===== src/hdl/wdit_pkg.sv =====
// Constants shared by the watchdog / interval timer block
package wdit_pkg;

  // ----------------------------------------------------------------
  // Clock and timing
  // ----------------------------------------------------------------
  localparam int unsigned SYS_CLK_NS        = 20;
  localparam int unsigned RST_PULSE_NS      = 1000;
  localparam int unsigned RST_PULSE_CYCLES  = (RST_PULSE_NS + SYS_CLK_NS - 1) / SYS_CLK_NS;
  localparam int unsigned RC_TICK_NS        = 1000000;
  localparam int unsigned RC_TICK_CYCLES    = RC_TICK_NS / SYS_CLK_NS;
  localparam int unsigned OSC_STABLE_NS     = 2000000;
  localparam int unsigned OSC_STABLE_CYCLES = (OSC_STABLE_NS + SYS_CLK_NS - 1) / SYS_CLK_NS;

  // ----------------------------------------------------------------
  // Timeout selection: 16 ms doubled per step, 2.048 s at the top
  // ----------------------------------------------------------------
  localparam int unsigned TIMEOUT_MIN_MS  = 16;
  localparam int unsigned CNT_W           = 12;
  localparam int unsigned HOLD_W          = 24;
  localparam int unsigned DIV_W           = 24;
  localparam logic [CNT_W-1:0] BASE_TICKS = 12'(TIMEOUT_MIN_MS * 1000000 / RC_TICK_NS);

  // ----------------------------------------------------------------
  // Register addresses
  // ----------------------------------------------------------------
  localparam logic [15:0] ADDR_FEED = 16'h00A6;
  localparam logic [15:0] ADDR_CTRL = 16'h00A7;
  localparam logic [15:0] ADDR_CFG1 = 16'hFD00;

  // ----------------------------------------------------------------
  // Fields and values
  // ----------------------------------------------------------------
  localparam int unsigned SEL_LSB    = 0;
  localparam int unsigned SEL_MSB    = 2;
  localparam int unsigned RUN_BIT    = 4;
  localparam int unsigned OVF_BIT    = 5;
  localparam int unsigned LOCK_BIT   = 6;
  localparam int unsigned EN_BIT     = 7;
  localparam int unsigned FUSE_EN_BIT = 7;
  localparam logic [2:0] SEL_RST     = 3'h7;
  localparam logic [7:0] FEED_FIRST  = 8'h1E;
  localparam logic [7:0] FEED_SECOND = 8'hE1;

  typedef enum logic [2:0] {
    WDIT_ST_RUN   = 3'b001,
    WDIT_ST_PULSE = 3'b010,
    WDIT_ST_WAIT  = 3'b100
  } wdit_state_t;

  function automatic logic [CNT_W-1:0] timeout_ticks(input logic [2:0] sel);
    timeout_ticks = BASE_TICKS << sel;
  endfunction

endpackage


===== src/hdl/wdit_rc_osc.sv =====
// Free-running tick source standing in for the on-chip RC oscillator
`timescale 1ns/100ps
`default_nettype none
module wdit_rc_osc import wdit_pkg::*; #(
  parameter int unsigned DIV = RC_TICK_CYCLES
)(
  input  wire logic sys_clk,
  input  wire logic srst,
  output logic      tick
);

  logic [DIV_W-1:0] div_q;
  logic [DIV_W-1:0] div_d;
  logic             tick_q;
  logic             tick_d;

  generate
    if (DIV < 2 || DIV >= 2**DIV_W) begin : g_bad_div
      $error("wdit_rc_osc: DIV out of range");
    end
  endgenerate

  always_comb begin
    tick_d = (div_q == DIV_W'(DIV - 1));
    div_d  = tick_d ? '0 : div_q + DIV_W'(1);
  end

  always_ff @(posedge sys_clk) begin
    if (srst) begin
      div_q  <= '0;
      tick_q <= 1'b0;
    end else begin
      div_q  <= div_d;
      tick_q <= tick_d;
    end
  end

  assign tick = tick_q;

endmodule
`default_nettype wire


===== src/hdl/wdit_top.sv =====
// Watchdog and interval timer with feed sequence and one-shot setup
//
// How it works
// - With the fuse set, software has no way to stop the counter.
// - Counter advances on ticks of its own oscillator, not the CPU clock.
// - Fuse clear: same counter is an interval timer raising an overflow interrupt.
// - Eight timeout choices, 16 ms up to 2.048 s.
// - Fuse set: only one control write is taken during initialization.
// - Expiry and reset still happen when the CPU oscillator has stopped.
// - Other reset sources hold the counter inactive while asserted.
// - A feed is 1Eh then E1h written to the feed register.
// - Other activity between the two feed writes does not spoil the feed.
// - A wrong feed is silently ignored; expiry stays where it was.
// - Expiry asserts chip reset for about one microsecond.
// - Expiry in power-down restarts the oscillator and waits until it is stable.
`timescale 1ns/100ps
`default_nettype none
module wdit_top import wdit_pkg::*; #(
  parameter int unsigned RC_TICK_CYC    = RC_TICK_CYCLES,
  parameter int unsigned OSC_STABLE_CYC = OSC_STABLE_CYCLES
)(
  input  wire logic        sys_clk,
  input  wire logic        srst,
  input  wire logic        other_rst,
  input  wire logic        power_down,
  input  wire logic [7:0]  config_fuse,
  input  wire logic [15:0] reg_addr,
  input  wire logic        reg_wr,
  input  wire logic        reg_rd,
  input  wire logic [7:0]  reg_wdata,
  output logic      [7:0]  reg_rdata,
  output logic             chip_rst_o,
  output logic             osc_start_o,
  output logic             interval_irq
);

  // ----------------------------------------------------------------
  // Parameter check
  // ----------------------------------------------------------------
  generate
    if (OSC_STABLE_CYC < 1 || OSC_STABLE_CYC >= 2**HOLD_W || RST_PULSE_CYCLES < 1) begin : g_bad
      $error("wdit_top: timing parameter out of range");
    end
  endgenerate

  // ----------------------------------------------------------------
  // Oscillator tick
  // ----------------------------------------------------------------
  logic osc_tick;

  wdit_rc_osc #(
    .DIV (RC_TICK_CYC)
  ) u_osc (
    .sys_clk (sys_clk),
    .srst    (srst),
    .tick    (osc_tick)
  );

  // ----------------------------------------------------------------
  // State
  // ----------------------------------------------------------------
  wdit_state_t       state_q;
  wdit_state_t       state_d;
  logic [CNT_W-1:0]  cnt_q;
  logic [CNT_W-1:0]  cnt_d;
  logic [HOLD_W-1:0] hold_q;
  logic [HOLD_W-1:0] hold_d;
  logic [2:0]        sel_q;
  logic [2:0]        sel_d;
  logic              run_q;
  logic              run_d;
  logic              ovf_q;
  logic              ovf_d;
  logic              locked_q;
  logic              locked_d;
  logic              armed_q;
  logic              armed_d;
  logic [7:0]        fuse_q;
  logic [7:0]        fuse_d;
  logic [7:0]        rdata_q;
  logic [7:0]        rdata_d;

  logic              fuse_en;
  logic              bus_ok;
  logic              wr_ctrl;
  logic              wr_feed;
  logic              feed_ok;
  logic              counting;
  logic              expire;
  logic              end_reset;
  logic [CNT_W-1:0]  limit;

  assign fuse_en = fuse_q[FUSE_EN_BIT];

  // ----------------------------------------------------------------
  // Next-state logic
  // ----------------------------------------------------------------
  always_comb begin
    state_d  = state_q;
    cnt_d    = cnt_q;
    hold_d   = hold_q;
    sel_d    = sel_q;
    run_d    = run_q;
    ovf_d    = ovf_q;
    locked_d = locked_q;
    armed_d  = armed_q;
    fuse_d   = fuse_q;
    rdata_d  = rdata_q;

    bus_ok    = (state_q == WDIT_ST_RUN) && !other_rst;
    wr_ctrl   = bus_ok && reg_wr && (reg_addr == ADDR_CTRL);
    wr_feed   = bus_ok && reg_wr && (reg_addr == ADDR_FEED);
    feed_ok   = wr_feed && armed_q && (reg_wdata == FEED_SECOND);
    counting  = fuse_en || run_q;
    limit     = timeout_ticks(sel_q);
    expire    = (state_q == WDIT_ST_RUN) && counting && osc_tick
                && !feed_ok && (cnt_q == limit - CNT_W'(1));
    end_reset = 1'b0;

    // Feed sequencer; any other value drops the first half
    if (wr_feed) begin
      armed_d = (reg_wdata == FEED_FIRST);
    end

    // Control write, one shot when the fuse is set
    if (wr_ctrl && !(fuse_en && locked_q)) begin
      sel_d = reg_wdata[SEL_MSB:SEL_LSB];
      run_d = reg_wdata[RUN_BIT];
      if (fuse_en) begin
        locked_d = 1'b1;
      end
      if (!reg_wdata[OVF_BIT]) begin
        ovf_d = 1'b0;
      end
    end

    // Counter; no oscillator on the CPU side is involved
    if (feed_ok) begin
      cnt_d = '0;
    end else if (expire) begin
      cnt_d = '0;
    end else if (state_q == WDIT_ST_RUN && counting && osc_tick) begin
      cnt_d = cnt_q + CNT_W'(1);
    end

    unique case (state_q)
      WDIT_ST_RUN: begin
        if (expire) begin
          if (fuse_en) begin
            hold_d  = '0;
            state_d = power_down ? WDIT_ST_WAIT : WDIT_ST_PULSE;
          end else begin
            ovf_d = 1'b1;
          end
        end
      end
      WDIT_ST_PULSE: begin
        hold_d = hold_q + HOLD_W'(1);
        if (hold_q == HOLD_W'(RST_PULSE_CYCLES - 1)) begin
          end_reset = 1'b1;
        end
      end
      WDIT_ST_WAIT: begin
        hold_d = hold_q + HOLD_W'(1);
        if (hold_q == HOLD_W'(OSC_STABLE_CYC - 1)) begin
          end_reset = 1'b1;
        end
      end
    endcase

    // Leaving the watchdog reset clears state as a chip reset does, but only other_rst reloads the fuse copy
    if (end_reset || other_rst) begin
      state_d  = WDIT_ST_RUN;
      hold_d   = '0;
      cnt_d    = '0;
      sel_d    = SEL_RST;
      run_d    = 1'b0;
      ovf_d    = 1'b0;
      locked_d = 1'b0;
      armed_d  = 1'b0;
    end
    if (other_rst) begin
      fuse_d = config_fuse;
    end

    // Register read, one cycle latency
    if (reg_rd) begin
      unique case (reg_addr)
        ADDR_CTRL: rdata_d = {fuse_en, locked_q, ovf_q, run_q, 1'b0, sel_q};
        ADDR_CFG1: rdata_d = fuse_q;
        default:   rdata_d = 8'h00;
      endcase
    end
  end

  // ----------------------------------------------------------------
  // Registers
  // ----------------------------------------------------------------
  always_ff @(posedge sys_clk) begin
    if (srst) begin
      state_q  <= WDIT_ST_RUN;
      cnt_q    <= '0;
      hold_q   <= '0;
      sel_q    <= SEL_RST;
      run_q    <= 1'b0;
      ovf_q    <= 1'b0;
      locked_q <= 1'b0;
      armed_q  <= 1'b0;
      fuse_q   <= config_fuse;
      rdata_q  <= 8'h00;
    end else begin
      state_q  <= state_d;
      cnt_q    <= cnt_d;
      hold_q   <= hold_d;
      sel_q    <= sel_d;
      run_q    <= run_d;
      ovf_q    <= ovf_d;
      locked_q <= locked_d;
      armed_q  <= armed_d;
      fuse_q   <= fuse_d;
      rdata_q  <= rdata_d;
    end
  end

  assign reg_rdata    = rdata_q;
  assign chip_rst_o   = (state_q != WDIT_ST_RUN);
  assign osc_start_o  = (state_q == WDIT_ST_WAIT);
  assign interval_irq = ovf_q;

  // ----------------------------------------------------------------
  // Assertions
  // ----------------------------------------------------------------
  property p_no_stop;
    @(posedge sys_clk) disable iff (srst)
    (fuse_en && state_q == WDIT_ST_RUN && osc_tick && !feed_ok && !expire && !other_rst)
      |=> (cnt_q == $past(cnt_q) + CNT_W'(1));
  endproperty
  a_no_stop: assert property (p_no_stop)
    else $error("enabled watchdog counter did not advance");

  property p_expire_point;
    @(posedge sys_clk) disable iff (srst)
    expire |-> (cnt_q == timeout_ticks(sel_q) - CNT_W'(1)) && osc_tick;
  endproperty
  a_expire_point: assert property (p_expire_point)
    else $error("expiry at wrong count");

  property p_lock;
    @(posedge sys_clk) disable iff (srst || other_rst)
    (fuse_en && locked_q && wr_ctrl) |=> (sel_q == $past(sel_q)) && (run_q == $past(run_q));
  endproperty
  a_lock: assert property (p_lock)
    else $error("locked control register changed");

  property p_first_write;
    @(posedge sys_clk) disable iff (srst || other_rst)
    (fuse_en && !locked_q && wr_ctrl) |=> locked_q && (sel_q == $past(reg_wdata[2:0]));
  endproperty
  a_first_write: assert property (p_first_write)
    else $error("first control write not taken");

  property p_other_rst;
    @(posedge sys_clk) disable iff (srst)
    other_rst |=> (cnt_q == '0) && !chip_rst_o;
  endproperty
  a_other_rst: assert property (p_other_rst)
    else $error("counter not held during other reset");

  property p_bad_feed;
    @(posedge sys_clk) disable iff (srst || other_rst)
    (wr_feed && !feed_ok && reg_wdata != FEED_FIRST && state_q == WDIT_ST_RUN)
      |=> !armed_q && (state_q != WDIT_ST_RUN || cnt_q != '0 || $past(expire) || $past(cnt_q) == '0
           || $past(!counting));
  endproperty
  a_bad_feed: assert property (p_bad_feed)
    else $error("wrong feed value had an effect");

  property p_feed_restart;
    @(posedge sys_clk) disable iff (srst || other_rst)
    feed_ok |=> (cnt_q == '0) && !armed_q;
  endproperty
  a_feed_restart: assert property (p_feed_restart)
    else $error("feed did not restart count");

  property p_pulse;
    @(posedge sys_clk) disable iff (srst || other_rst)
    (expire && fuse_en && !power_down) |=> chip_rst_o [*8];
  endproperty
  a_pulse: assert property (p_pulse)
    else $error("watchdog reset pulse too short");

  property p_pd_wait;
    @(posedge sys_clk) disable iff (srst || other_rst)
    (expire && fuse_en && power_down) |=> (osc_start_o && chip_rst_o) [*8];
  endproperty
  a_pd_wait: assert property (p_pd_wait)
    else $error("power-down expiry did not wait for oscillator");

  property p_interval;
    @(posedge sys_clk) disable iff (srst || other_rst)
    (expire && !fuse_en) |=> interval_irq && !chip_rst_o;
  endproperty
  a_interval: assert property (p_interval)
    else $error("interval overflow handled wrongly");

endmodule
`default_nettype wire


===== config.mk =====
export PLATFORM = sky130hd
export DESIGN_NAME = wdit_top
export DESIGN_NICKNAME = d
export VERILOG_FILES = /design/src/hdl/wdit_pkg.sv /design/src/hdl/wdit_rc_osc.sv /design/src/hdl/wdit_top.sv
export SDC_FILE = /design/constraint.sdc
export NUM_CORES = 1
export LEC_CHECK = 0
export BUFFER_PORTS_ARGS = -buffer_cell sky130_fd_sc_hd__buf_2
export CORE_UTILIZATION = 55
export CTS_CLUSTER_DIAMETER = 60
export CTS_CLUSTER_SIZE = 20
export DETAILED_ROUTE_END_ITERATION = 7
export GPL_TIMING_DRIVEN = 0
export PLACE_DENSITY = 0.86
export SETUP_SLACK_MARGIN = 0.5
export SYNTH_ARGS = -nofsm -noshare
export SYNTH_HDL_FRONTEND = slang
export SYNTH_HIERARCHICAL = 1
export SYNTH_SLANG_ARGS = --single-unit

===== constraint.sdc =====
create_clock -name sys_clk -period 4.3 [get_ports sys_clk]
set_input_delay 0.43 -clock sys_clk [delete_from_list [all_inputs] [get_ports sys_clk]]
set_output_delay 0.43 -clock sys_clk [all_outputs]
set_load 0.005 [all_outputs]

Word level (Yosys, flattened, before mapping)
Cells that the tools add are included.
W data, S select, Z words.
{"block": "totals", "latch_bits": 0, "mem_bits_rw": 0, "n_memories": 0, "romBits": 0, "elab_cells": 72, "input_bits": 38, "reg_bits": 87}
{"block": "classes", "n_bitwise": 0, "div": 0, "addsub": 4, "eq_ne": 15, "reduce_logical": 25, "shifts": 1, "magnitude_cmp": 0, "n_mul": 0, "muxes": 15}
{"operator": "$add A24 B1 Y24 const B", "n": 2}
{"operator": "$mux W24", "n": 2}
{"operator": "$pmux W24 S2", "n": 1}
{"operator": "$eq A16 B8 Y1 const B", "n": 2}
{"operator": "$eq A24 B16 Y1 const B", "n": 1}
{"operator": "$eq A24 B17 Y1 const B", "n": 1}
{"operator": "$eq A24 B6 Y1 const B", "n": 1}
{"operator": "$eq A16 B16 Y1 const B", "n": 1}
{"operator": "$mux W8", "n": 2}
{"operator": "$pmux W8 S2", "n": 1}
{"operator": "$add A12 B1 Y12 const B", "n": 1}
{"operator": "$eq A12 B12 Y1", "n": 1}
{"operator": "$logic_and A1 B1 Y1", "n": 12}
{"operator": "$shl A5 B3 Y12 const A", "n": 1}
{"operator": "$sub A12 B1 Y12 const B", "n": 1}
{"operator": "$eq A8 B5 Y1 const B", "n": 1}
{"operator": "$eq A8 B8 Y1 const B", "n": 1}
{"operator": "$mux W1", "n": 7}
{"operator": "$reduce_or A2 Y1", "n": 3}
{"operator": "$ne A2 B2 Y1 const B", "n": 2}
{"operator": "$reduce_and A2 Y1", "n": 2}
{"operator": "$reduce_or A4 Y1", "n": 1}
{"operator": "$eq A3 B1 Y1 const B", "n": 1}
{"operator": "$eq A3 B2 Y1 const B", "n": 1}
{"operator": "other kinds (8)", "n": 11}

Logic depth before layout (Yosys ltp)
Gate-level depths: netlist (run 1).
{"block": "logic_depth", "depth_word": 11, "depth_mapped": 13}

By module
Netlist (run 1), hierarchy kept.
{"module": "wdit_top", "n_inst": 1, "area_each_um2": 3174.3, "cells_each": 357}
{"module": "wdit_rc_osc", "n_inst": 1, "area_each_um2": 1151.1, "cells_each": 133}

Least setup slack after synthesis (run 1)
No wires, ideal clock.
{"block": "synth_path", "path_type": "reg2reg", "from": "register sel_q[2]", "to": "register hold_q[6]", "stages_incl_launch_ff": 14, "t_arrival_ns": 2.915, "path_slack_ns": 1.271, "cell_sequence": "dfxtp_1 -> buf_2 -> or3b_2 -> ha_1 -> buf_2 -> xor2_1 -> and4_1 -> o311ai_0 -> nor4_4 -> buf_6 -> buf_6 -> o21ai_0 -> xor2_1 -> nor2_1"}
{"block": "synth_between", "elab_chain_len": 6}
{"element": "start, declared", "line": "wdit_top.sv:68", "rtl": "logic [2:0] sel_q;"}
{"element": "start signal, assigned", "line": "wdit_top.sv:215", "rtl": "sel_q <= sel_d;"}
{"element": "$shl A5 B3 Y12", "line": "wdit_pkg.sv:52", "rtl": "timeout_ticks = BASE_TICKS << sel;"}
{"element": "$sub A12 B1 Y12", "line": "wdit_top.sv:117", "rtl": "&& !feed_ok && (cnt_q == limit - CNT_W'(1));"}
{"element": "$eq A12 B12 Y1", "line": "wdit_top.sv:117"}
{"element": "$logic_and A1 B1 Y1", "line": "wdit_top.sv:117"}
{"element": "$ne A2 B2 Y1 (no source line)"}
{"element": "$reduce_and A2 Y1 (no source line)"}
{"element": "end signal, assigned", "line": "wdit_top.sv:214", "rtl": "hold_q <= hold_d;"}
{"element": "end, declared", "line": "wdit_top.sv:66", "rtl": "logic [HOLD_W-1:0] hold_q;"}
Every way passes these cells.
A chain may end at the register's enable or synchronous reset.

Worst setup path in the final report (run 1)
{"block": "layout_path", "from": "register sel_q[2]", "to": "register hold_q[19]"}
The elaborated chain is that of the path after synthesis.

==> impl_metrics.tcl, run 1 <==
set metrics [dict create \
    ctsResizeCount 0 \
    post_route_cells_drive_above_1_share_pct 18.95 \
    route.detailed.wl_per_inst_um 15.09 \
    status "finished clean" \
    regToRegSetupSlack_ns 0.80 \
    final-setup-viol-count 0 \
    cp.buffers_inverters 3 \
    hpwl_um 7075 \
    full_die_area_mm2 0.008223 \
    cts_num_sinks 87 \
    initial_core_util_pct 58.39 \
    syn-num-nets 532 \
    worstMarginPinSlew_ns 0.7954 \
    post-route-period-util_pct 81.49 \
    critical_path_s_top_delay_family "simple AND/OR/NAND/NOR gates" \
    cts-htree-levels 3 \
    worst_r2r_endpoint "hold_q[19]" \
    post_synth_instance_area_mm2 0.004325 \
    gp_congestion 0.8953 \
    floorplan.die.height_um 90.68 \
    pwr_density_cell_mw_per_mm2 319.5 \
    total_leakage_power_uw 0.001692 \
    grt_first_pass_wirelength_um 16680 \
    die_extent_in_x_um 90.68 \
    hold_path_startpoint "config_fuse[6]" \
    ctsHoldBuffers 0 \
    holdCritPathClass "in2reg" \
    netlist-cell-type-count 58 \
    ys_warn_count 6 \
    max_cap_violations 0 \
    pin_count_of_the_biggest_net_entering_global_routing 16 \
    global_route.usage.met1_pct 29.98 \
    post_drt_via_cell_ratio 5.969 \
    tritoncts_clock_tree "built" \
    wl_um 9854 \
    cp.arrival_ns 3.79 \
    postCtsSetupBuffers 0 \
    finalNetCount 591 \
    worstSkewPairLatency_ns 0.35 \
    path_max_fanout 10 \
    ir_worst_vdd_mv 0.2165 \
    clock-root-buffer "sky130_fd_sc_hd__clkbuf_8" \
    final.min_clock_period_ns 3.504 \
    area_of_the_placeable_core_mm2 0.007408 \
    num_antenna_cells 0 \
    hold_viol_final 0 \
    crit_path_max_incr_delay_ns 0.67 \
    cell_type_of_the_slowest_stage_on_the_worst_timing_path "sky130_fd_sc_hd__o311ai_0" \
    rsz0062_at_grt "false" \
    max_clock_freq_mhz 285.4 \
    syn_area_per_cell_um2 8.827 \
    synth_async_sr_flop_share_pct 0 \
    ioPinCount 49 \
    global_route_met3_utilization_pct 4.966 \
    crit_chain "buf_2 > or3b_2 > ha_1 > buf_2 > xor2_1 > and4_1 > o311ai_0 > nor4_4 > nor2_1 > o21ai_2 > buf_4 > nor2_1" \
    grt_most_used_layer "met2" \
    finalMaxSlewViolations 0 \
    worst_hold_path.endpoint "fuse_q[6]" \
    via_total_after_detailed_routing 3898 \
    fillerInstances 591 \
    first_global_vias 3742 \
    rows 31 \
    critical_path_class "reg2reg" \
    worst-r2r-cell-count 12 \
    grt_remaining_overflow 0 \
    crit_path_start_kind "register" \
    ant_nets 0 \
    clkTransAtPathRegs_ns 0.09 \
    synth_flop_cell "sky130_fd_sc_hd__dfxtp_1" \
    clk_path_buf_depth 2 \
    track_usage_pct 24.79 \
    worst_setup_path_end_kind "register" \
    cts_buffers 9 \
    synth-seq-cells 87 \
    areaGrowthSynthToFinish_pct 14.15 \
    postSynthCellCount 490 \
    detailedRoute.firstPassIterationCount 5 \
    cp.required_ns 4.58 \
    detailedRoute.firstIterationViolations 269 \
    use_met2_pct 42.55 \
    finalSetupTns_ns 0 \
    worstReg2RegStart "sel_q[2]" \
    io_buffers 48 \
    whs_ns 0.2464 \
    synth_enable_flop_cells 8 \
    worst_hold_path.num_cells 1 \
    overall_power_uw 1577 \
    drc_errors 0 \
    slew_headroom_pct 46.30 \
    worst_clock_skew_ns 0.009760 \
    synth.yosys.seq_area_share_pct 42.12 \
    grt_antenna_before_repair 0 \
]
## cell type report
| cell class | count | area [µm²] | share of cell area, % |
|---|---|---|---|
| Tap cell | 99 | 123.9 | 2.509 |
| Buffer | 26 | 153.9 | 3.117 |
| Sequential cell | 87 | 1822 | 36.90 |
| Clock buffer | 11 | 162.7 | 3.294 |
| Clock inverter | 5 | 85.08 | 1.723 |
| Timing Repair Buffer | 48 | 240.2 | 4.866 |
| Inverter | 12 | 45.04 | 0.9123 |
| Multi-Input combinational cell | 365 | 2305 | 46.68 |
## report_power, final
part / leakage, µW / switching (µW) / internal (µW) / total, µW
Sequential: 0.000719 / 8.31 / 830 / 838
Clock: 0.000122 / 298 / 383 / 680
Combinational: 0.000851 / 33.6 / 25.5 / 59.1
Total: 0.00169 / 340 / 1240 / 1580
## flip-flops by register name, indices dropped and copies added (netlist names)
register,cells
interval_irq,1
state_q,3
armed_q,1
hold_q,24
locked_q,1
reg_rdata,8
run_q,1
sel_q,3
fuse_q,8
u_osc/div_q,24
u_osc/tick,1
cnt_q,12
## layer usage
layer | part of all wire, % | vias up
met2 | 49 | 144
li1 | - | 1879
met3 | 5.8 | 24
met1 | 44 | 1851
met5 | 0 | -
met4 | 2.0 | 0
## cells in the final DEF (no fill, tap or decap), types with 5 or more instances in the layout
master / instances
sky130_fd_sc_hd__buf_6: 6
sky130_fd_sc_hd__nor3_1: 13
sky130_fd_sc_hd__nand2_1: 25
sky130_fd_sc_hd__o31ai_1: 5
sky130_fd_sc_hd__and4_1: 5
sky130_fd_sc_hd__clkbuf_8: 10
sky130_fd_sc_hd__a21oi_1: 23
sky130_fd_sc_hd__nor4_1: 8
sky130_fd_sc_hd__nor2_1: 74
sky130_fd_sc_hd__nand3_1: 22
sky130_fd_sc_hd__and3_1: 9
sky130_fd_sc_hd__inv_1: 12
sky130_fd_sc_hd__a211oi_1: 6
sky130_fd_sc_hd__buf_2: 54
sky130_fd_sc_hd__o2111ai_1: 5
sky130_fd_sc_hd__edfxtp_1: 8
sky130_fd_sc_hd__or4_1: 5
sky130_fd_sc_hd__clkbuf_1: 13
sky130_fd_sc_hd__xnor2_1: 19
sky130_fd_sc_hd__nand4_1: 9
sky130_fd_sc_hd__xor2_1: 25
sky130_fd_sc_hd__mux2i_1: 6
sky130_fd_sc_hd__dfxtp_1: 79
sky130_fd_sc_hd__o21ai_0: 24
sky130_fd_sc_hd__or3_1: 13
sky130_fd_sc_hd__a22oi_1: 6
## worst reg2reg max path: stages (launching register included)
cell and delay, ns:
sky130_fd_sc_hd__dfxtp_1 0.33, sky130_fd_sc_hd__buf_2 0.18, sky130_fd_sc_hd__or3b_2 0.47, sky130_fd_sc_hd__ha_1 0.18, sky130_fd_sc_hd__buf_2 0.17, sky130_fd_sc_hd__xor2_1 0.18
sky130_fd_sc_hd__and4_1 0.22, sky130_fd_sc_hd__o311ai_0 0.67, sky130_fd_sc_hd__nor4_4 0.13, sky130_fd_sc_hd__nor2_1 0.36, sky130_fd_sc_hd__o21ai_2 0.20, sky130_fd_sc_hd__buf_4 0.22
sky130_fd_sc_hd__nor2_1 0.13
## kinds of logic (layout without fill, tap and decap cells)
group | count (synthesis) | in the layout | synth area share (%)
simple gates | 223 | 223 | 28.61
fa+ha+maj | 4 | 4 | 1.157
mux | 7 | 7 | 1.649
buf+inv | 38 | 102 | 4.599
flops | 87 | 87 | 42.12
compound gates | 87 | 87 | 12.96
xor+xnor | 44 | 44 | 8.909
## through the flow
step	cell area [µm²]	instances	worst slack [ns]	utilization, %
5_1_grt	4937	653	0.5158	66.64
4_1_cts	4937	653	0.7956	66.64
3_5_place_dp	4690	637	0.8522	63.30
2_1_floorplan	4325	490	1.271	-
6_report	4937	653	0.7957	66.64
3_3_place_gp	4690	637	0.9460	63.30
## cells in the mapped netlist, types with 4 or more instances
cell type                   number  share of area [%]
sky130_fd_sc_hd__nand4_1         9                1.3
sky130_fd_sc_hd__and4_1          5                1.0
sky130_fd_sc_hd__inv_1          12                1.0
sky130_fd_sc_hd__nor2_1         74                6.4
sky130_fd_sc_hd__nand2_1        25                2.2
sky130_fd_sc_hd__xor2_1         25                5.1
sky130_fd_sc_hd__o31ai_1         5               0.87
sky130_fd_sc_hd__a21oi_1        23                2.7
sky130_fd_sc_hd__and3_1          9                1.3
sky130_fd_sc_hd__or4_1           5               0.87
sky130_fd_sc_hd__ha_1            4                1.2
sky130_fd_sc_hd__or2_2           4               0.58
sky130_fd_sc_hd__a22oi_1         6                1.0
sky130_fd_sc_hd__nor4_1          8                1.2
sky130_fd_sc_hd__clkbuf_1       13                1.1
sky130_fd_sc_hd__buf_6           6                1.6
sky130_fd_sc_hd__o2111ai_1       5                1.0
sky130_fd_sc_hd__mux2i_1         6                1.4
sky130_fd_sc_hd__dfxtp_1        79                 37
sky130_fd_sc_hd__o211ai_1        4               0.69
sky130_fd_sc_hd__edfxtp_1        8                5.6
sky130_fd_sc_hd__buf_2           6               0.69
sky130_fd_sc_hd__nand3_1        22                2.5
sky130_fd_sc_hd__or4_4           4                1.0
sky130_fd_sc_hd__o21ai_0        24                2.8
sky130_fd_sc_hd__xnor2_1        19                3.8
sky130_fd_sc_hd__a211oi_1        6                1.0
sky130_fd_sc_hd__nor3_1         13                1.5
sky130_fd_sc_hd__nor3b_1         4               0.69
sky130_fd_sc_hd__or3_1          13                1.9
## worst max path at each step
stage / from / depth (start not counted) / to / slack (ns)
after detailed placement: sel_q[2] / 12 / hold_q[19] / 0.85
final: sel_q[2] / 12 / hold_q[19] / 0.80
after global placement: sel_q[2] / 12 / hold_q[9] / 0.95
after CTS: sel_q[2] / 12 / hold_q[19] / 0.80
after floorplan: sel_q[2] / 13 / hold_q[6] / 1.27
after global routing: sel_q[2] / 12 / hold_q[11] / 0.52
(Power assumes the default switching activity.)
==> run 2, diff against run 1 <==
--- a/config.mk
+++ b/config.mk
@@ -5,13 +5,14 @@
 export SDC_FILE = /design/constraint.sdc
 export NUM_CORES = 1
 export LEC_CHECK = 0
+export ABC_AREA = 1
 export BUFFER_PORTS_ARGS = -buffer_cell sky130_fd_sc_hd__buf_2
-export CORE_UTILIZATION = 55
+export CORE_UTILIZATION = 54
 export CTS_CLUSTER_DIAMETER = 60
 export CTS_CLUSTER_SIZE = 20
 export DETAILED_ROUTE_END_ITERATION = 7
 export GPL_TIMING_DRIVEN = 0
-export PLACE_DENSITY = 0.86
+export PLACE_DENSITY = 0.87
 export SETUP_SLACK_MARGIN = 0.5
 export SYNTH_ARGS = -nofsm -noshare
 export SYNTH_HDL_FRONTEND = slang
==> constraint.sdc (replaced) <==
create_clock -name sys_clk -period 2.95 [get_ports sys_clk]
set_input_delay 0.295 -clock sys_clk [delete_from_list [all_inputs] [get_ports sys_clk]]
set_output_delay 0.295 -clock sys_clk [all_outputs]
set_load 0.005 [all_outputs]
==> impl_metrics.tcl, run 2 <==
set metrics [dict create \
    num_antenna_cells 0 \
    critical_path_class "reg2reg" \
    power_report.internal_total_uw 1588 \
    ir_worst_vdd_mv 0.2428 \
    route.top_layer_used "met4" \
    whs_ns 0.1002 \
    fillerInstances 857 \
    rsz0062_at_grt "false" \
    ant_nets 0 \
    postSynthCellCount 769 \
    finalMaxSlewViolations 0 \
    total_leakage_power_uw 0.002282 \
    initial_core_util_pct 55.37 \
    wirelength_met1_um 5374 \
    worst_setup_path_end_kind "register" \
    grt_remaining_overflow 0 \
    final.min_clock_period_ns 2.284 \
    synth_top_family_by_area "simple AND/OR/NAND/NOR gates" \
    cts_num_sinks 87 \
    slew_headroom_pct 64.40 \
    ioPinCount 49 \
    synth.yosys.seq_area_share_pct 35.77 \
    area_of_the_placeable_core_mm2 0.009196 \
    tritoncts_clock_tree "built" \
    cell_type_of_the_slowest_stage_on_the_worst_timing_path "sky130_fd_sc_hd__dfxtp_1" \
    critical_path_s_top_delay_family "simple AND/OR/NAND/NOR gates" \
    post_synth_most_frequent_cells "sky130_fd_sc_hd__nand2_1 (180), sky130_fd_sc_hd__inv_1 (111), sky130_fd_sc_hd__nor2_1 (97)" \
    crit_chain "buf_4 > inv_4 > nand3_1 > ha_4 > inv_1 > nand2_1 > nand2_1 > nor2_1 > nand2_1 > nor2_1 > nand2_1 > nor2_4 > nand2_1 > nand2_1 > buf_4 > nor2_1" \
    clock-root-buffer "sky130_fd_sc_hd__clkbuf_8" \
    worstMarginPinSlew_ns 0.5292 \
    final-setup-viol-count 0 \
    finalSetupTns_ns 0 \
    multi_input_comb_area_mm2 0.002759 \
    hold_viol_final 0 \
    finalNetCount 873 \
    holdCritPathClass "in2reg" \
    ctsHoldBuffers 0 \
    cp.buffers_inverters 4 \
    synth_flop_cell "sky130_fd_sc_hd__dfxtp_1" \
    post_drt_via_cell_ratio 5.304 \
    routed-wl-met2_um 5709 \
    track_usage_pct 25.09 \
    first_global_vias 4656 \
    synth_async_sr_flop_share_pct 0 \
    floorplan.die.height_um 99.11 \
    cp.arrival_ns 2.54 \
    path_max_fanout 10 \
    full_die_area_mm2 0.009823 \
    most_common_cell_after_layout_fill_and_taps_aside "sky130_fd_sc_hd__nand2_1" \
    mux_cell_area_share_after_synthesis_pct 0 \
    crit_path_max_incr_delay_ns 0.32 \
    net-switching-power_uw 565.6 \
    rows 35 \
    route.detailed.wl_per_inst_um 12.80 \
    post_synth_instance_area_mm2 0.005092 \
    gp_congestion 0.9104 \
    cp.required_ns 3.20 \
    synth_enable_flop_cells 8 \
    via_total_after_detailed_routing 5023 \
    max_clock_freq_mhz 437.9 \
    synthTopCellsByArea "sky130_fd_sc_hd__dfxtp_1 (31%), sky130_fd_sc_hd__nand2_1 (13%), sky130_fd_sc_hd__nand3_1 (8.6%)" \
    worst_clock_skew_ns 0.01929 \
    seqCellArea_mm2 0.001822 \
    synth_xor_area_share_pct 4.644 \
    cts-htree-levels 3 \
    status "finished clean" \
    synth-compound-area-share_pct 7.346 \
    netSwitchingFraction_pct 26.26 \
    detailedRoute.firstPassIterationCount 5 \
    mostFrequentLayoutCells "sky130_fd_sc_hd__nand2_1 (180), sky130_fd_sc_hd__inv_1 (109), sky130_fd_sc_hd__nor2_1 (96)" \
    die_extent_in_x_um 99.11 \
    ys_warn_count 6 \
    worstSkewPairLatency_ns 0.37 \
    synth.most_common_cell "sky130_fd_sc_hd__nand2_1" \
    grt_first_pass_wirelength_um 20020 \
    syn-num-nets 811 \
    share_seq_of_total_power_pct 56.7 \
    hpwl_um 8799 \
    synth_simple_gate_area_share_pct 40.52 \
    yosysTopAreaCell "sky130_fd_sc_hd__dfxtp_1" \
    drc_errors 0 \
    pwr-share-comb_pct 5.0 \
    post_route_cells_drive_above_1_share_pct 15.55 \
    areaGrowthSynthToFinish_pct 12.26 \
    detailedRoute.firstIterationViolations 370 \
    netlist.area_leader.share_pct 31.06 \
    pin_count_of_the_biggest_net_entering_global_routing 19 \
    cts_buffers 9 \
    share_clk_of_total_power_pct 38.3 \
    syn_area_per_cell_um2 6.622 \
    pwr_density_cell_mw_per_mm2 376.7 \
    wl_um 12120 \
    clkTransAtPathRegs_ns 0.10 \
    clk_path_buf_depth 2 \
    cpMostUsedCell "sky130_fd_sc_hd__nand2_1" \
    met3RoutedLength_um 848 \
    post-route-period-util_pct 77.41 \
    max_cap_violations 0 \
    grt_antenna_before_repair 1 \
    crit_path_start_kind "register" \
    biggestRegsByFlops "hold_q x24, u_osc/div_q x24, cnt_q x12" \
    io_buffers 47 \
    netlist-cell-type-count 36 \
    yosys.area_share.adder_pct 0.9828 \
    synth-seq-cells 87 \
]
==> run 2: metal layers <==
layer  GRT usage (%)  up-vias
met1           32.03     2259
met2           42.33      166
met5               0        -
met3           4.989       17
li1                -     2581
met4           9.050        0
==> run 2: final timing paths <==
path	from	end	slack [ns]	depth (start not counted)
worst max-delay path	sel_q[2]	cnt_q[8]	0.67	16
worst min-delay path	config_fuse[5]	fuse_q[5]	0.10	1
worst max register to register	sel_q[2]	cnt_q[8]	0.67	16
worst min register to register	armed_q	armed_q	0.47	2
==> run 2: kinds of logic (layout without fill, tap and decap cells) <==
kind of cell             after synthesis  in the layout
flip-flops                            87             87
adder cells (fa/ha/maj)                4              4
XOR/XNOR                              27             27
AND/OR/NAND/NOR                      452            453
AO/OA/AOI/OAI                         70             70
buffers and inverters                129            195
==> run 2: layout make-up <==
| cell class | count | share of cell area [%] |
|---|---|---|
| multi-input cells | 554 | 48.26 |
| flip-flops and latches | 87 | 31.87 |
| inverters | 113 | 7.463 |
| repair buffers | 50 | 4.465 |
| well taps | 111 | 2.429 |
| clock buffers | 9 | 2.167 |
| plain buffers | 16 | 2.145 |
| clock inverters | 7 | 1.204 |
==> run 2: timing repair <==
action                     4_1_cts  5_1_grt
resized for setup                0        7
setup endpoints to repair        0       26
buffers inserted                 0        2
==> run 2: through the flow <==
step           cells  util, %  setup WS (ns)  total power, µW  cell area (µm²)
2_1_floorplan    769        -          1.011             1304             5092
3_5_place_dp     927    59.44         0.7203             1355             5466
6_report         947    62.16         0.6663             2153             5717
4_1_cts          943    61.54         0.6620             2170             5659
3_3_place_gp     927    59.44         0.7374             1353             5466
5_1_grt          947    62.16         0.4999             2230             5717
==> run 2: power groups by stage <==
| stage | clock network, µW | registers (µW) | logic, µW |
|---|---|---|---|
| detailed placement | 0 | 1250 | 107 |
| global placement | 0 | 1250 | 105 |
| finish | 825 | 1220 | 108 |
| global route | 885 | 1220 | 121 |
| floorplan | 0 | 1250 | 58.5 |
| CTS | 842 | 1220 | 108 |
